==> src/include/fcs_pkg.sv <==
// constants for the flash code security logic
package fcs_pkg;

  // apb bus shape
  localparam int unsigned ADDR_W          = 18;
  localparam int unsigned DATA_W          = 32;
  localparam int unsigned IDX_W           = 16;
  localparam int unsigned IDX_LSB         = 2;

  // register indices; byte address is four times the index
  localparam logic [15:0] IDX_SEC         = 16'hFFFF;
  localparam logic [15:0] IDX_CTRL        = 16'h0000;
  localparam logic [15:0] IDX_STAT        = 16'h0001;
  localparam logic [15:0] IDX_MAKER       = 16'h0002;
  localparam logic [15:0] IDX_PART        = 16'h0003;

  // security word layout and erased value
  localparam int unsigned SEC_W           = 8;
  localparam int unsigned SEC_LOCK        = 0;
  localparam int unsigned SEC_INHIBIT     = 1;
  localparam int unsigned SEC_ENCRYPT     = 2;
  localparam int unsigned SEC_OSCGAIN     = 7;
  localparam logic [7:0]  SEC_ERASED      = 8'hFF;

  // control register bits (write one to act)
  localparam int unsigned CTRL_ERASE_ALL  = 0;
  localparam int unsigned CTRL_CLR_REFUSE = 1;

  // status register bits
  localparam int unsigned STAT_PROG       = 0;
  localparam int unsigned STAT_LOCKED     = 1;
  localparam int unsigned STAT_REFUSED    = 2;
  localparam int unsigned STAT_ENCRYPT    = 3;

  // identification registers are eight bits wide
  localparam int unsigned ID_W            = 8;

  // port 0 width and scramble key default (arbitrary value)
  localparam int unsigned P0_W            = 8;
  localparam logic [7:0]  P0_KEY_DEF      = 8'h5A;

  // apb answer kinds
  typedef enum logic [1:0] {
    FCS_ACC_OK     = 2'b00,
    FCS_ACC_UNMAP  = 2'b01,
    FCS_ACC_DENIED = 2'b10,
    FCS_ACC_RO     = 2'b11
  } fcs_acc_type;

endpackage : fcs_pkg

==> src/core/fcs_top.sv <==
// flash code security logic with apb register access
//
// Operation
// - in programming mode the security and id registers refuse reads and writes
// - a security bit cleared to zero stays zero until erase-all; here RST also reloads the erased value
// - security word sits at the top index of the loader flash space
// - lock bit zero refuses flash access and special register access
// - inhibit zero: table read from external code reaches external memory only
// - table read from internal code reaches internal and external memory
// - inhibit one: table reads are unrestricted
// - encryption enabled: port 0 data passes the encoder before the pins
// - security bit 7 zero halves the oscillator amplifier gain
//
// Added by the designer: the APB register port.
`timescale 1ns/1ns
module fcs_top
  import fcs_pkg::*;
#(
  parameter logic [ID_W-1:0] MAKER_ID = 8'hA5, // arbitrary value
  parameter logic [ID_W-1:0] PART_ID  = 8'h3C, // arbitrary value
  parameter logic [P0_W-1:0] P0_KEY   = P0_KEY_DEF
)
(
  // clock and reset
  input  wire logic              CLK,
  input  wire logic              RST,
  // apb slave
  input  wire logic              PSEL,
  input  wire logic              PENABLE,
  input  wire logic              PWRITE,
  input  wire logic [ADDR_W-1:0] PADDR,
  input  wire logic [DATA_W-1:0] PWDATA,
  output logic      [DATA_W-1:0] PRDATA,
  output logic                   PREADY,
  output logic                   PSLVERR,
  // programming mode pin (asynchronous)
  input  wire logic              PROG_MODE_PIN,
  // flash access from the programmer side
  input  wire logic              FLASH_ACC_REQ,
  output logic                   FLASH_ACC_GRANT,
  output logic                   FLASH_ACC_DENY,
  // code table read steering from the core
  input  wire logic              TBL_REQ,
  input  wire logic              TBL_FETCH_EXT,
  input  wire logic              TBL_TARGET_INT,
  output logic                   TBL_VALID,
  output logic                   TBL_USE_INT,
  output logic                   TBL_USE_EXT,
  // port 0 data path
  input  wire logic [P0_W-1:0]   P0_DATA,
  output logic      [P0_W-1:0]   P0_PINS,
  // oscillator gain control
  output logic                   OSC_HALF_GAIN
);

  // non-volatile security word image and status
  logic [SEC_W-1:0]  sec_r;
  logic [SEC_W-1:0]  sec_nxt;
  logic              refused_r;
  logic              refused_nxt;
  logic              prog_mode;
  logic [P0_W-1:0]   p0_coded;

  // decoded bus terms
  logic [IDX_W-1:0]  idx;
  logic              setup;
  logic              access;
  logic              wr_fire;
  logic              hit_sec;
  logic              hit_ctrl;
  logic              hit_stat;
  logic              hit_maker;
  logic              hit_part;
  logic              hit_special;
  logic              locked;
  fcs_acc_type       acc_kind;
  logic [DATA_W-1:0] rd_word;
  logic              acc_bad_r;
  logic              erase_req;
  logic              sec_wr_req;
  logic              clr_refuse;
  logic              flash_deny_now;

  // programming mode level from the pin
  fcs_sync u_prog_sync (
    .CLK      (CLK),
    .RST      (RST),
    .ASYNC_IN (PROG_MODE_PIN),
    .SYNC_OUT (prog_mode)
  );

  // port 0 encoder
  fcs_scramble #(
    .W   (P0_W),
    .KEY (P0_KEY)
  ) u_p0_scramble (
    .PLAIN (P0_DATA),
    .CODED (p0_coded)
  );

  // lock active when its bit reads zero
  assign locked = ~sec_r[SEC_LOCK];

  // apb phase and address decode
  assign idx         = PADDR[IDX_LSB +: IDX_W];
  assign setup       = PSEL & ~PENABLE;
  assign access      = PSEL & PENABLE & PREADY;
  assign hit_sec     = (idx == IDX_SEC);
  assign hit_ctrl    = (idx == IDX_CTRL);
  assign hit_stat    = (idx == IDX_STAT);
  assign hit_maker   = (idx == IDX_MAKER);
  assign hit_part    = (idx == IDX_PART);
  assign hit_special = hit_sec | hit_maker | hit_part;

  // classify the request during its setup cycle
  always_comb begin
    acc_kind = FCS_ACC_OK;
    if (!(hit_special | hit_ctrl | hit_stat)) begin
      acc_kind = FCS_ACC_UNMAP;
    end else if (hit_special && prog_mode) begin
      acc_kind = FCS_ACC_DENIED;
    end else if (hit_special && locked) begin
      acc_kind = FCS_ACC_DENIED;
    end else if (PWRITE && (hit_stat | hit_maker | hit_part)) begin
      acc_kind = FCS_ACC_RO;
    end
  end

  // read data mux; unused bits read zero
  always_comb begin
    rd_word = '0;
    if (hit_sec) begin
      rd_word[SEC_W-1:0] = sec_r;
    end else if (hit_stat) begin
      rd_word[STAT_PROG]    = prog_mode;
      rd_word[STAT_LOCKED]  = locked;
      rd_word[STAT_REFUSED] = refused_r;
      rd_word[STAT_ENCRYPT] = ~sec_r[SEC_ENCRYPT];
    end else if (hit_maker) begin
      rd_word[ID_W-1:0] = MAKER_ID;
    end else if (hit_part) begin
      rd_word[ID_W-1:0] = PART_ID;
    end
  end

  // no wait state: ready pulses in the first access cycle only
  always_ff @(posedge CLK or posedge RST) begin
    if (RST) begin
      PREADY <= 1'b0;
    end else begin
      PREADY <= setup;
    end
  end

  // refusal decision, kept for the write gate and the sticky flag
  always_ff @(posedge CLK or posedge RST) begin
    if (RST) begin
      acc_bad_r <= 1'b0;
    end else if (setup) begin
      acc_bad_r <= (acc_kind != FCS_ACC_OK);
    end
  end

  // error answer stands only with ready
  always_ff @(posedge CLK or posedge RST) begin
    if (RST) begin
      PSLVERR <= 1'b0;
    end else if (setup) begin
      PSLVERR <= (acc_kind != FCS_ACC_OK);
    end else if (access) begin
      PSLVERR <= 1'b0;
    end
  end

  // read data stands only with ready; refused reads give zero
  always_ff @(posedge CLK or posedge RST) begin
    if (RST) begin
      PRDATA <= '0;
    end else if (setup) begin
      PRDATA <= (!PWRITE && acc_kind == FCS_ACC_OK) ? rd_word : '0;
    end else if (access) begin
      PRDATA <= '0;
    end
  end

  // write takes effect at the completing edge only
  assign wr_fire    = access & PWRITE & ~acc_bad_r;
  assign erase_req  = wr_fire & hit_ctrl & PWDATA[CTRL_ERASE_ALL];
  assign clr_refuse = wr_fire & hit_ctrl & PWDATA[CTRL_CLR_REFUSE];
  assign sec_wr_req = wr_fire & hit_sec;

  // security word: bits only fall, erase-all restores them
  always_comb begin
    sec_nxt = sec_r;
    if (erase_req) begin
      sec_nxt = SEC_ERASED;
    end else if (sec_wr_req) begin
      sec_nxt = sec_r & PWDATA[SEC_W-1:0];
    end
  end

  // erased image after reset, like a blank part
  always_ff @(posedge CLK or posedge RST) begin
    if (RST) begin
      sec_r <= SEC_ERASED;
    end else begin
      sec_r <= sec_nxt;
    end
  end

  // flash access gate for the programmer side
  assign flash_deny_now = FLASH_ACC_REQ & locked;

  always_ff @(posedge CLK or posedge RST) begin
    if (RST) begin
      FLASH_ACC_GRANT <= 1'b0;
    end else begin
      FLASH_ACC_GRANT <= FLASH_ACC_REQ & ~locked;
    end
  end

  // deny follows the request while the lock reads zero
  always_ff @(posedge CLK or posedge RST) begin
    if (RST) begin
      FLASH_ACC_DENY <= 1'b0;
    end else begin
      FLASH_ACC_DENY <= flash_deny_now;
    end
  end

  // sticky refusal flag; a new refusal beats the clear
  always_comb begin
    refused_nxt = refused_r;
    if (clr_refuse) begin
      refused_nxt = 1'b0;
    end
    if (flash_deny_now || (access && acc_bad_r && hit_special)) begin
      refused_nxt = 1'b1;
    end
  end

  always_ff @(posedge CLK or posedge RST) begin
    if (RST) begin
      refused_r <= 1'b0;
    end else begin
      refused_r <= refused_nxt;
    end
  end

  // table answer valid one cycle after the request
  always_ff @(posedge CLK or posedge RST) begin
    if (RST) begin
      TBL_VALID <= 1'b0;
    end else begin
      TBL_VALID <= TBL_REQ;
    end
  end

  // code table read steering
  always_ff @(posedge CLK or posedge RST) begin
    if (RST) begin
      TBL_USE_INT <= 1'b0;
      TBL_USE_EXT <= 1'b0;
    end else begin
      if (!TBL_REQ) begin
        TBL_USE_INT <= 1'b0;
        TBL_USE_EXT <= 1'b0;
      end else if (!TBL_TARGET_INT) begin
        TBL_USE_INT <= 1'b0;
        TBL_USE_EXT <= 1'b1;
      end else if (sec_r[SEC_INHIBIT]) begin
        TBL_USE_INT <= 1'b1;
        TBL_USE_EXT <= 1'b0;
      end else if (!TBL_FETCH_EXT) begin
        TBL_USE_INT <= 1'b1;
        TBL_USE_EXT <= 1'b0;
      end else begin
        TBL_USE_INT <= 1'b0;
        TBL_USE_EXT <= 1'b1;
      end
    end
  end

  // port 0 output, encoded when encryption bit reads zero
  always_ff @(posedge CLK or posedge RST) begin
    if (RST) begin
      P0_PINS <= '0;
    end else if (!sec_r[SEC_ENCRYPT]) begin
      P0_PINS <= p0_coded;
    end else begin
      P0_PINS <= P0_DATA;
    end
  end

  // oscillator gain halves when bit 7 reads zero
  always_ff @(posedge CLK or posedge RST) begin
    if (RST) begin
      OSC_HALF_GAIN <= 1'b0;
    end else begin
      OSC_HALF_GAIN <= ~sec_r[SEC_OSCGAIN];
    end
  end

endmodule : fcs_top

==> src/core/fcs_sync.sv <==
// three-stage input synchroniser with agreement filter
`timescale 1ns/1ns
module fcs_sync
  import fcs_pkg::*;
(
  // clock and reset
  input  wire logic CLK,
  input  wire logic RST,
  // async level in, clean level out
  input  wire logic ASYNC_IN,
  output logic      SYNC_OUT
);

  logic stage1_r;
  logic stage2_r;
  logic stage3_r;

  // shift chain; first stage feeds only the second
  always_ff @(posedge CLK or posedge RST) begin
    if (RST) begin
      stage1_r <= 1'b0;
      stage2_r <= 1'b0;
      stage3_r <= 1'b0;
    end else begin
      stage1_r <= ASYNC_IN;
      stage2_r <= stage1_r;
      stage3_r <= stage2_r;
    end
  end

  // level changes once stages two and three agree
  always_ff @(posedge CLK or posedge RST) begin
    if (RST) begin
      SYNC_OUT <= 1'b0;
    end else if (stage2_r == stage3_r) begin
      SYNC_OUT <= stage3_r;
    end
  end

endmodule : fcs_sync

==> src/core/fcs_scramble.sv <==
// port 0 data encoder: rotate by one and mix with a key
`timescale 1ns/1ns
module fcs_scramble
  import fcs_pkg::*;
#(
  parameter int unsigned          W   = P0_W,
  parameter logic [P0_W-1:0]      KEY = P0_KEY_DEF
)
(
  // plain and encoded data
  input  wire logic [W-1:0] PLAIN,
  output logic      [W-1:0] CODED
);

  // each output bit takes its neighbour xor a key bit
  for (genvar i = 0; i < W; i++) begin : g_bit
    assign CODED[i] = PLAIN[(i + 1) % W] ^ KEY[i];
  end

endmodule : fcs_scramble

==> config.mk <==
export PLATFORM = sky130hd
export DESIGN_NAME = fcs_top
export DESIGN_NICKNAME = d
export VERILOG_FILES = /design/src/include/fcs_pkg.sv /design/src/core/fcs_top.sv /design/src/core/fcs_sync.sv /design/src/core/fcs_scramble.sv
export SDC_FILE = /design/constraint.sdc
export NUM_CORES = 1
export LEC_CHECK = 0
export ABC_AREA = 0
export BUFFER_PORTS_ARGS = -buffer_cell sky130_fd_sc_hd__buf_2
export CAP_MARGIN = 20
export CELL_PAD_IN_SITES_DETAIL_PLACEMENT = 2
export CELL_PAD_IN_SITES_GLOBAL_PLACEMENT = 2
export CORE_MARGIN = 2
export CORE_UTILIZATION = 25
export CTS_CLUSTER_SIZE = 30
export DETAILED_ROUTE_END_ITERATION = 6
export GPL_ROUTABILITY_DRIVEN = 1
export PLACE_DENSITY_LB_ADDON = 0.25
export SYNTH_ARGS = -nofsm -noshare
export SYNTH_HDL_FRONTEND = slang
export SYNTH_SLANG_ARGS = --single-unit
export TNS_END_PERCENT = 30
==> constraint.sdc <==
create_clock -name CLK -period 3.2 [get_ports CLK]
set_clock_uncertainty 0.05 [all_clocks]
set_input_delay 0.32 -clock CLK [delete_from_list [all_inputs] [get_ports CLK]]
set_output_delay 0.32 -clock CLK [all_outputs]
set_load 0.01 [all_outputs]
Word level (Yosys, flattened, before mapping)
Index checks and enable logic that the tools add are counted.

cells by class
  equality and inequality tests = 5
  mux-type cells = 27
  bitwise logic cells = 27
  reductions and logical operators = 14

operator list
  cell                    count
  $mux W32                2
  $mux W8                 6
  $eq A16 B2 Y1 const B   2
  $eq A16 B1 Y1 const B   1
  $eq A16 B16 Y1 const B  1
  $logic_not A16 Y1       1
  $mux W1                 12
  $and A1 B1 Y1           11
  $not A1 Y1              9
  $and A8 B8 Y8           1
  $mux W2                 4
  $mux W4                 2
  $reduce_bool A2 Y1      4
  $logic_and A1 B1 Y1     6
  $mux W6                 1
  $or A1 B1 Y1            6
  $logic_not A2 Y1        1
  $eq A1 B1 Y1            1
  $logic_not A1 Y1        1
  $logic_or A1 B1 Y1      1

storage, ports and cells
  bits in registers = 62
  bits of input ports = 68
  output and inout bits = 48
  logic and storage cells = 90

Logic depth before layout (Yosys ltp)
  word-level depth = 12
  gate-level depth with buffers = 7
  gate-level depth less buffers = 5

Cells and area by module
From an unflattened synthesis, not the netlist that was laid out.

second synthesis, totals
  cell total of the unflattened synthesis = 180
  area, all modules = 1940.6 µm²

modules (own cells, without submodules)
  module        instances  cells an instance  area each (µm²)  sequential area each (µm²)
  fcs_top       1          166                1780.5           860.8
  fcs_sync      1          6                  115.1            100.1
  fcs_scramble  1          8                  45.0             0.0

Least setup slack after synthesis
OpenSTA, ideal clock, no wires.

  path kind = input-to-reg
  start = in PADDR[5]
  end = reg refused_r
  setup time = 0.124 ns
  arrival = 1.508 ns
  data required time = 3.026 ns
  setup slack = 1.518 ns
  cell stages on the path = 5
  path buffers = 0
  cells stage by stage = nor4_1 -> nand4_2 -> nor4_4 -> nand2_1 -> a211o_1

between the ends
  cells in the longest elaborated chain, start to end = 6
  elaborated cells between the ends (all ways) = 12
  classes of those cells = eq/ne: 3; mux: 1; bitwise: 4; reduce/logical: 4

RTL lines
  item                                             RTL line                        RTL
  start: declaration                               fcs_top.sv:31                   input wire logic [ADDR_W-1:0] PADDR,
  $eq A16 B16 Y1 or $eq A16 B2 Y1 (tied branches)  fcs_top.sv:108, fcs_top.sv:111
  $or A1 B1 Y1 (2 in series)                       fcs_top.sv:113                  assign hit_special = hit_sec | hit_maker | hit_part;
  $logic_and A1 B1 Y1                              fcs_top.sv:237                  if (flash_deny_now || (access && acc_bad_r && hit_special)) begin
  $logic_or A1 B1 Y1                               fcs_top.sv:237
  $mux W1 or $reduce_bool A2 Y1 (tied branches)    -
  end signal: assignment                           fcs_top.sv:246                  refused_r <= refused_nxt;
  end: declaration                                 fcs_top.sv:59                   logic refused_r;

Several ways; a longest one is shown, not always the timed one.
A chain may end at the register's enable or synchronous reset.

Worst setup path in the final report
  start = reg PREADY
  end = reg sec_r[6]

between the ends
  cells in the longest elaborated chain, start to end = 6
  elaborated cells between the ends (all ways) = 8
  classes of those cells = mux: 1; bitwise: 6; reduce/logical: 1

RTL lines
  item                                           RTL line        RTL
  start: declaration                             fcs_top.sv:34   output logic PREADY,
  start signal: assignment                       fcs_top.sv:151  PREADY <= setup;
  $and A1 B1 Y1 *                                fcs_top.sv:107  assign access = PSEL & PENABLE & PREADY;
  $and A1 B1 Y1 * (2 in series)                  fcs_top.sv:187  assign wr_fire = access & PWRITE & ~acc_bad_r;
  $and A1 B1 Y1 (2 in series)                    fcs_top.sv:188  assign erase_req = wr_fire & hit_ctrl & PWDATA[CTRL_ERASE_ALL];
  $mux W8 or $reduce_bool A2 Y1 (tied branches)  -
  end signal: assignment                         fcs_top.sv:207  sec_r <= sec_nxt;
  end: declaration                               fcs_top.sv:57   logic [SEC_W-1:0] sec_r;

Mark *: on every way between the ends. The rest lies on a longest branch, timed or not.

==> results.yml <==
setup_path:
  r2r_start: "PREADY$_DFF_PP0_"
  slowest_delay_ns: 0.50
  crit_start: "PREADY$_DFF_PP0_"
  cp_data_arrival_time_ns: 1.90
  r2r_cells: 5
  path_max_fanout: 8
  rrSetupSlack_ns: 1.45
  critical_path.top_delay_family: "simple AND/OR/NAND/NOR gates"
  cp-end-kind: "flip-flop"
  regToRegEndpoint: "sec_r[6]$_DFFE_PP1P_"
  crit_chain: "nand3_1 -> or3b_2 -> or2_1 -> o21ai_2 -> nand2_1"
  cp.required_ns: 3.35
  slowest_stage: "or3b_2"
  start_kind: "flip-flop"
  cp_num_buf_inv: 0
  crit_type: "reg -> reg"
floorplanning:
  initial_core_util_pct: 25.55
  pin_count: 116
  die_h_um: 89.86
  die_area_mm2: 0.008075
  rows: 31
  core_area_mm2: 0.007214
  die_x_um: 89.86
detailed_routing:
  drc: 0
  via_count: 1443
  drt_pass1_iterations: 3
  wl_met1_um: 1760
  met2_length_um: 2387
  routed_wirelength_um: 4465
  drt_iter0_markers: 22
  wl_per_cell_um: 12.94
  topRoutingLayerUsed: "met4"
  vias_per_cell: 4.183
  wl_met3_um: 279
  antenna_left: 0
power_and_ir_drop:
  pwr-share-clk_pct: 38.8
  ir_drop_v: 0.0001410
  switchingPower_w: 0.0002306
  p_sw_share_pct: 23.53
  p_per_area_mw_per_mm2: 430.4
  power.leakage_nw: 1.111
  power_frac_seq_pct: 51.2
  p_int_w: 0.0007495
  p_comb_share_pct: 10.1
cts:
  cts_hold_buffers: 0
  post-cts-setup-buffer-count: 0
  cts_tree: "done"
  clock-sinks: 38
  cts-root-buf: "clkbuf_8"
  clock_latency_ns: 0.28
  cts_htree_levels: 2
  max-clock-path-buffers: 2
  clk_pin_slew_ns: 0.08
  cts_resized: 0
  cts_buffers: 5
job:
  cap_violations: 0
global_route:
  antenna_found_initial: 0
  track_usage_pct: 11.69
  grt_max_degree: 39
  grt_pass1_wl_um: 7748
  grt_pass1_vias: 1576
  grt.overflow.total: 0
cells_and_area:
  fin_area_mm2: 0.002277
  fin_nets: 313
  num_antenna_cells: 0
  final_util_pct: 31.56
  finalNonFillerCells: 345
  drive_gt1_share_pct: 41.06
  top_regs: "P0_PINS (8), PRDATA (8), sec_r (8)"
  syn_to_final_growth_pct: 23.56
timing:
  tns_ns: 0
  setup_viol: 0
  fmax_ghz: 0.5716
  hold_viol: 0
  finalMaxSlewViolations: 0
  period_minus_slack_ns: 1.749
  worst_slew_pin_slew_ns: 0.6503
  rsz0062_at_grt: "false"
  final.period_utilization_pct: 54.67
  holdWs_ns: 0.08502
  relSlewSlack_pct: 56.35
place:
  place_area_mm2: 0.002167
  port_buffers: 65
  dpl.hpwl_um: 3624
  place.gp.congestion: 0.6896
  placed_cells: 337
synthesis:
  ys_top_cells_by_area: "dfrtp_1 41%, dfstp_2 11%, buf_4 9.8%"
  synth_seq_area_share_pct: 52.14
  synthCells: 178
  syn_area_per_cell_um2: 10.35
  yosysTopAreaCellShare_pct: 40.73
  synth.most_common_cell: "dfrtp_1"
  synth_seq_cells: 38
  syn_area_mm2: 0.001843
  synthFlopType: "dfrtp_1"
  synthTopCellsByCount: "30 x dfrtp_1, 27 x nand2_1, 24 x buf_4, 15 x o21ai_0, 9 x inv_1"
  synth_edf_count: 0
  yosysTopAreaCell: "dfrtp_1"
  async_flop_share_pct: 100.0
  ys_types: 37
  ys.warnings.count: 0
worst_hold_path:
  hp-class: "in -> async"
run_status:
  outcome: "completed"
worst min-delay path: stages:
cell,delay (ns)
buf_2,0.09
inv_1,0.04
buf_4,0.41
metrics by stage:
| step | total power (W) | setup slack (ns) |
|---|---|---|
| after floorplan | 0.0005827 | 1.518 |
| after global placement | 0.0006087 | 1.126 |
| after detailed placement | 0.0006120 | 1.126 |
| after CTS | 0.001000 | 1.410 |
| after global routing | 0.001028 | 1.248 |
| final | 0.0009801 | 1.451 |
power by group through the flow:
stage / combinational [W] / sequential [W] / clock, W
after floorplan: 0.0000677 / 0.000515 / 0
after global placement: 0.0000987 / 0.000510 / 0
after CTS: 0.000102 / 0.000502 / 0.000397
after global routing: 0.000112 / 0.000503 / 0.000412
final: 0.0000987 / 0.000501 / 0.000380
after detailed placement: 0.000101 / 0.000511 / 0
worst max path at each step:
| stage | end | cells past startpoint |
|---|---|---|
| after detailed placement | refused_r$_DFFE_PP0P_ | 6 |
| after global routing | PRDATA[3]$_DFFE_PP0P_ | 6 |
| after global placement | refused_r$_DFFE_PP0P_ | 6 |
| after floorplan | refused_r$_DFFE_PP0P_ | 5 |
| after CTS | sec_r[6]$_DFFE_PP1P_ | 5 |
| final | sec_r[6]$_DFFE_PP1P_ | 5 |
cells in the final DEF, fill, tap and decap left out, types with 2 or more instances in the layout:
| master | n |
|---|---|
| a21oi_1 | 7 |
| a22oi_1 | 2 |
| a32oi_1 | 3 |
| and2_1 | 2 |
| buf_2 | 65 |
| buf_4 | 2 |
| clkbuf_8 | 8 |
| conb_1 | 24 |
| dfrtp_1 | 30 |
| dfstp_2 | 8 |
| inv_1 | 9 |
| mux2_2 | 3 |
| nand2_1 | 27 |
| nand3_1 | 2 |
| nand4_1 | 3 |
| nor2_1 | 7 |
| nor4_1 | 3 |
| o21ai_0 | 15 |
| o21ai_1 | 2 |
| o21ai_2 | 8 |
logic make-up (layout without fill, tap and decap cells):
kind of cell / after synthesis / in the layout / synth area share [%]
AO/OA/AOI/OAI: 39 / 39 / 13.44
adder cells (fa/ha/maj): 1 / 1 / 0.5431
buffers and inverters: 39 / 84 / 14.12
flip-flops: 38 / 38 / 52.14
multiplexers: 4 / 4 / 2.376
other: 1 / 24 / 0.2035
AND/OR/NAND/NOR: 56 / 56 / 17.18
area by class of cell:
type / count / area, µm²
Sequential cell: 38 / 960.9
Tap cell: 99 / 123.9
Fill cell: 879 / 4937
Timing Repair Buffer: 67 / 340.3
Inverter: 9 / 33.78
Multi-Input combinational cell: 124 / 708.2
Clock buffer: 8 / 110.1
metal layers:
metal | up-vias | GRT usage [%]
li1 | 692 | -
met1 | 700 | 13.08
met2 | 47 | 21.84
met3 | 4 | 3.437
met5 | - | 0
met4 | 0 | 2.692
No activity file was read; power rests on OpenSTA's default activity.
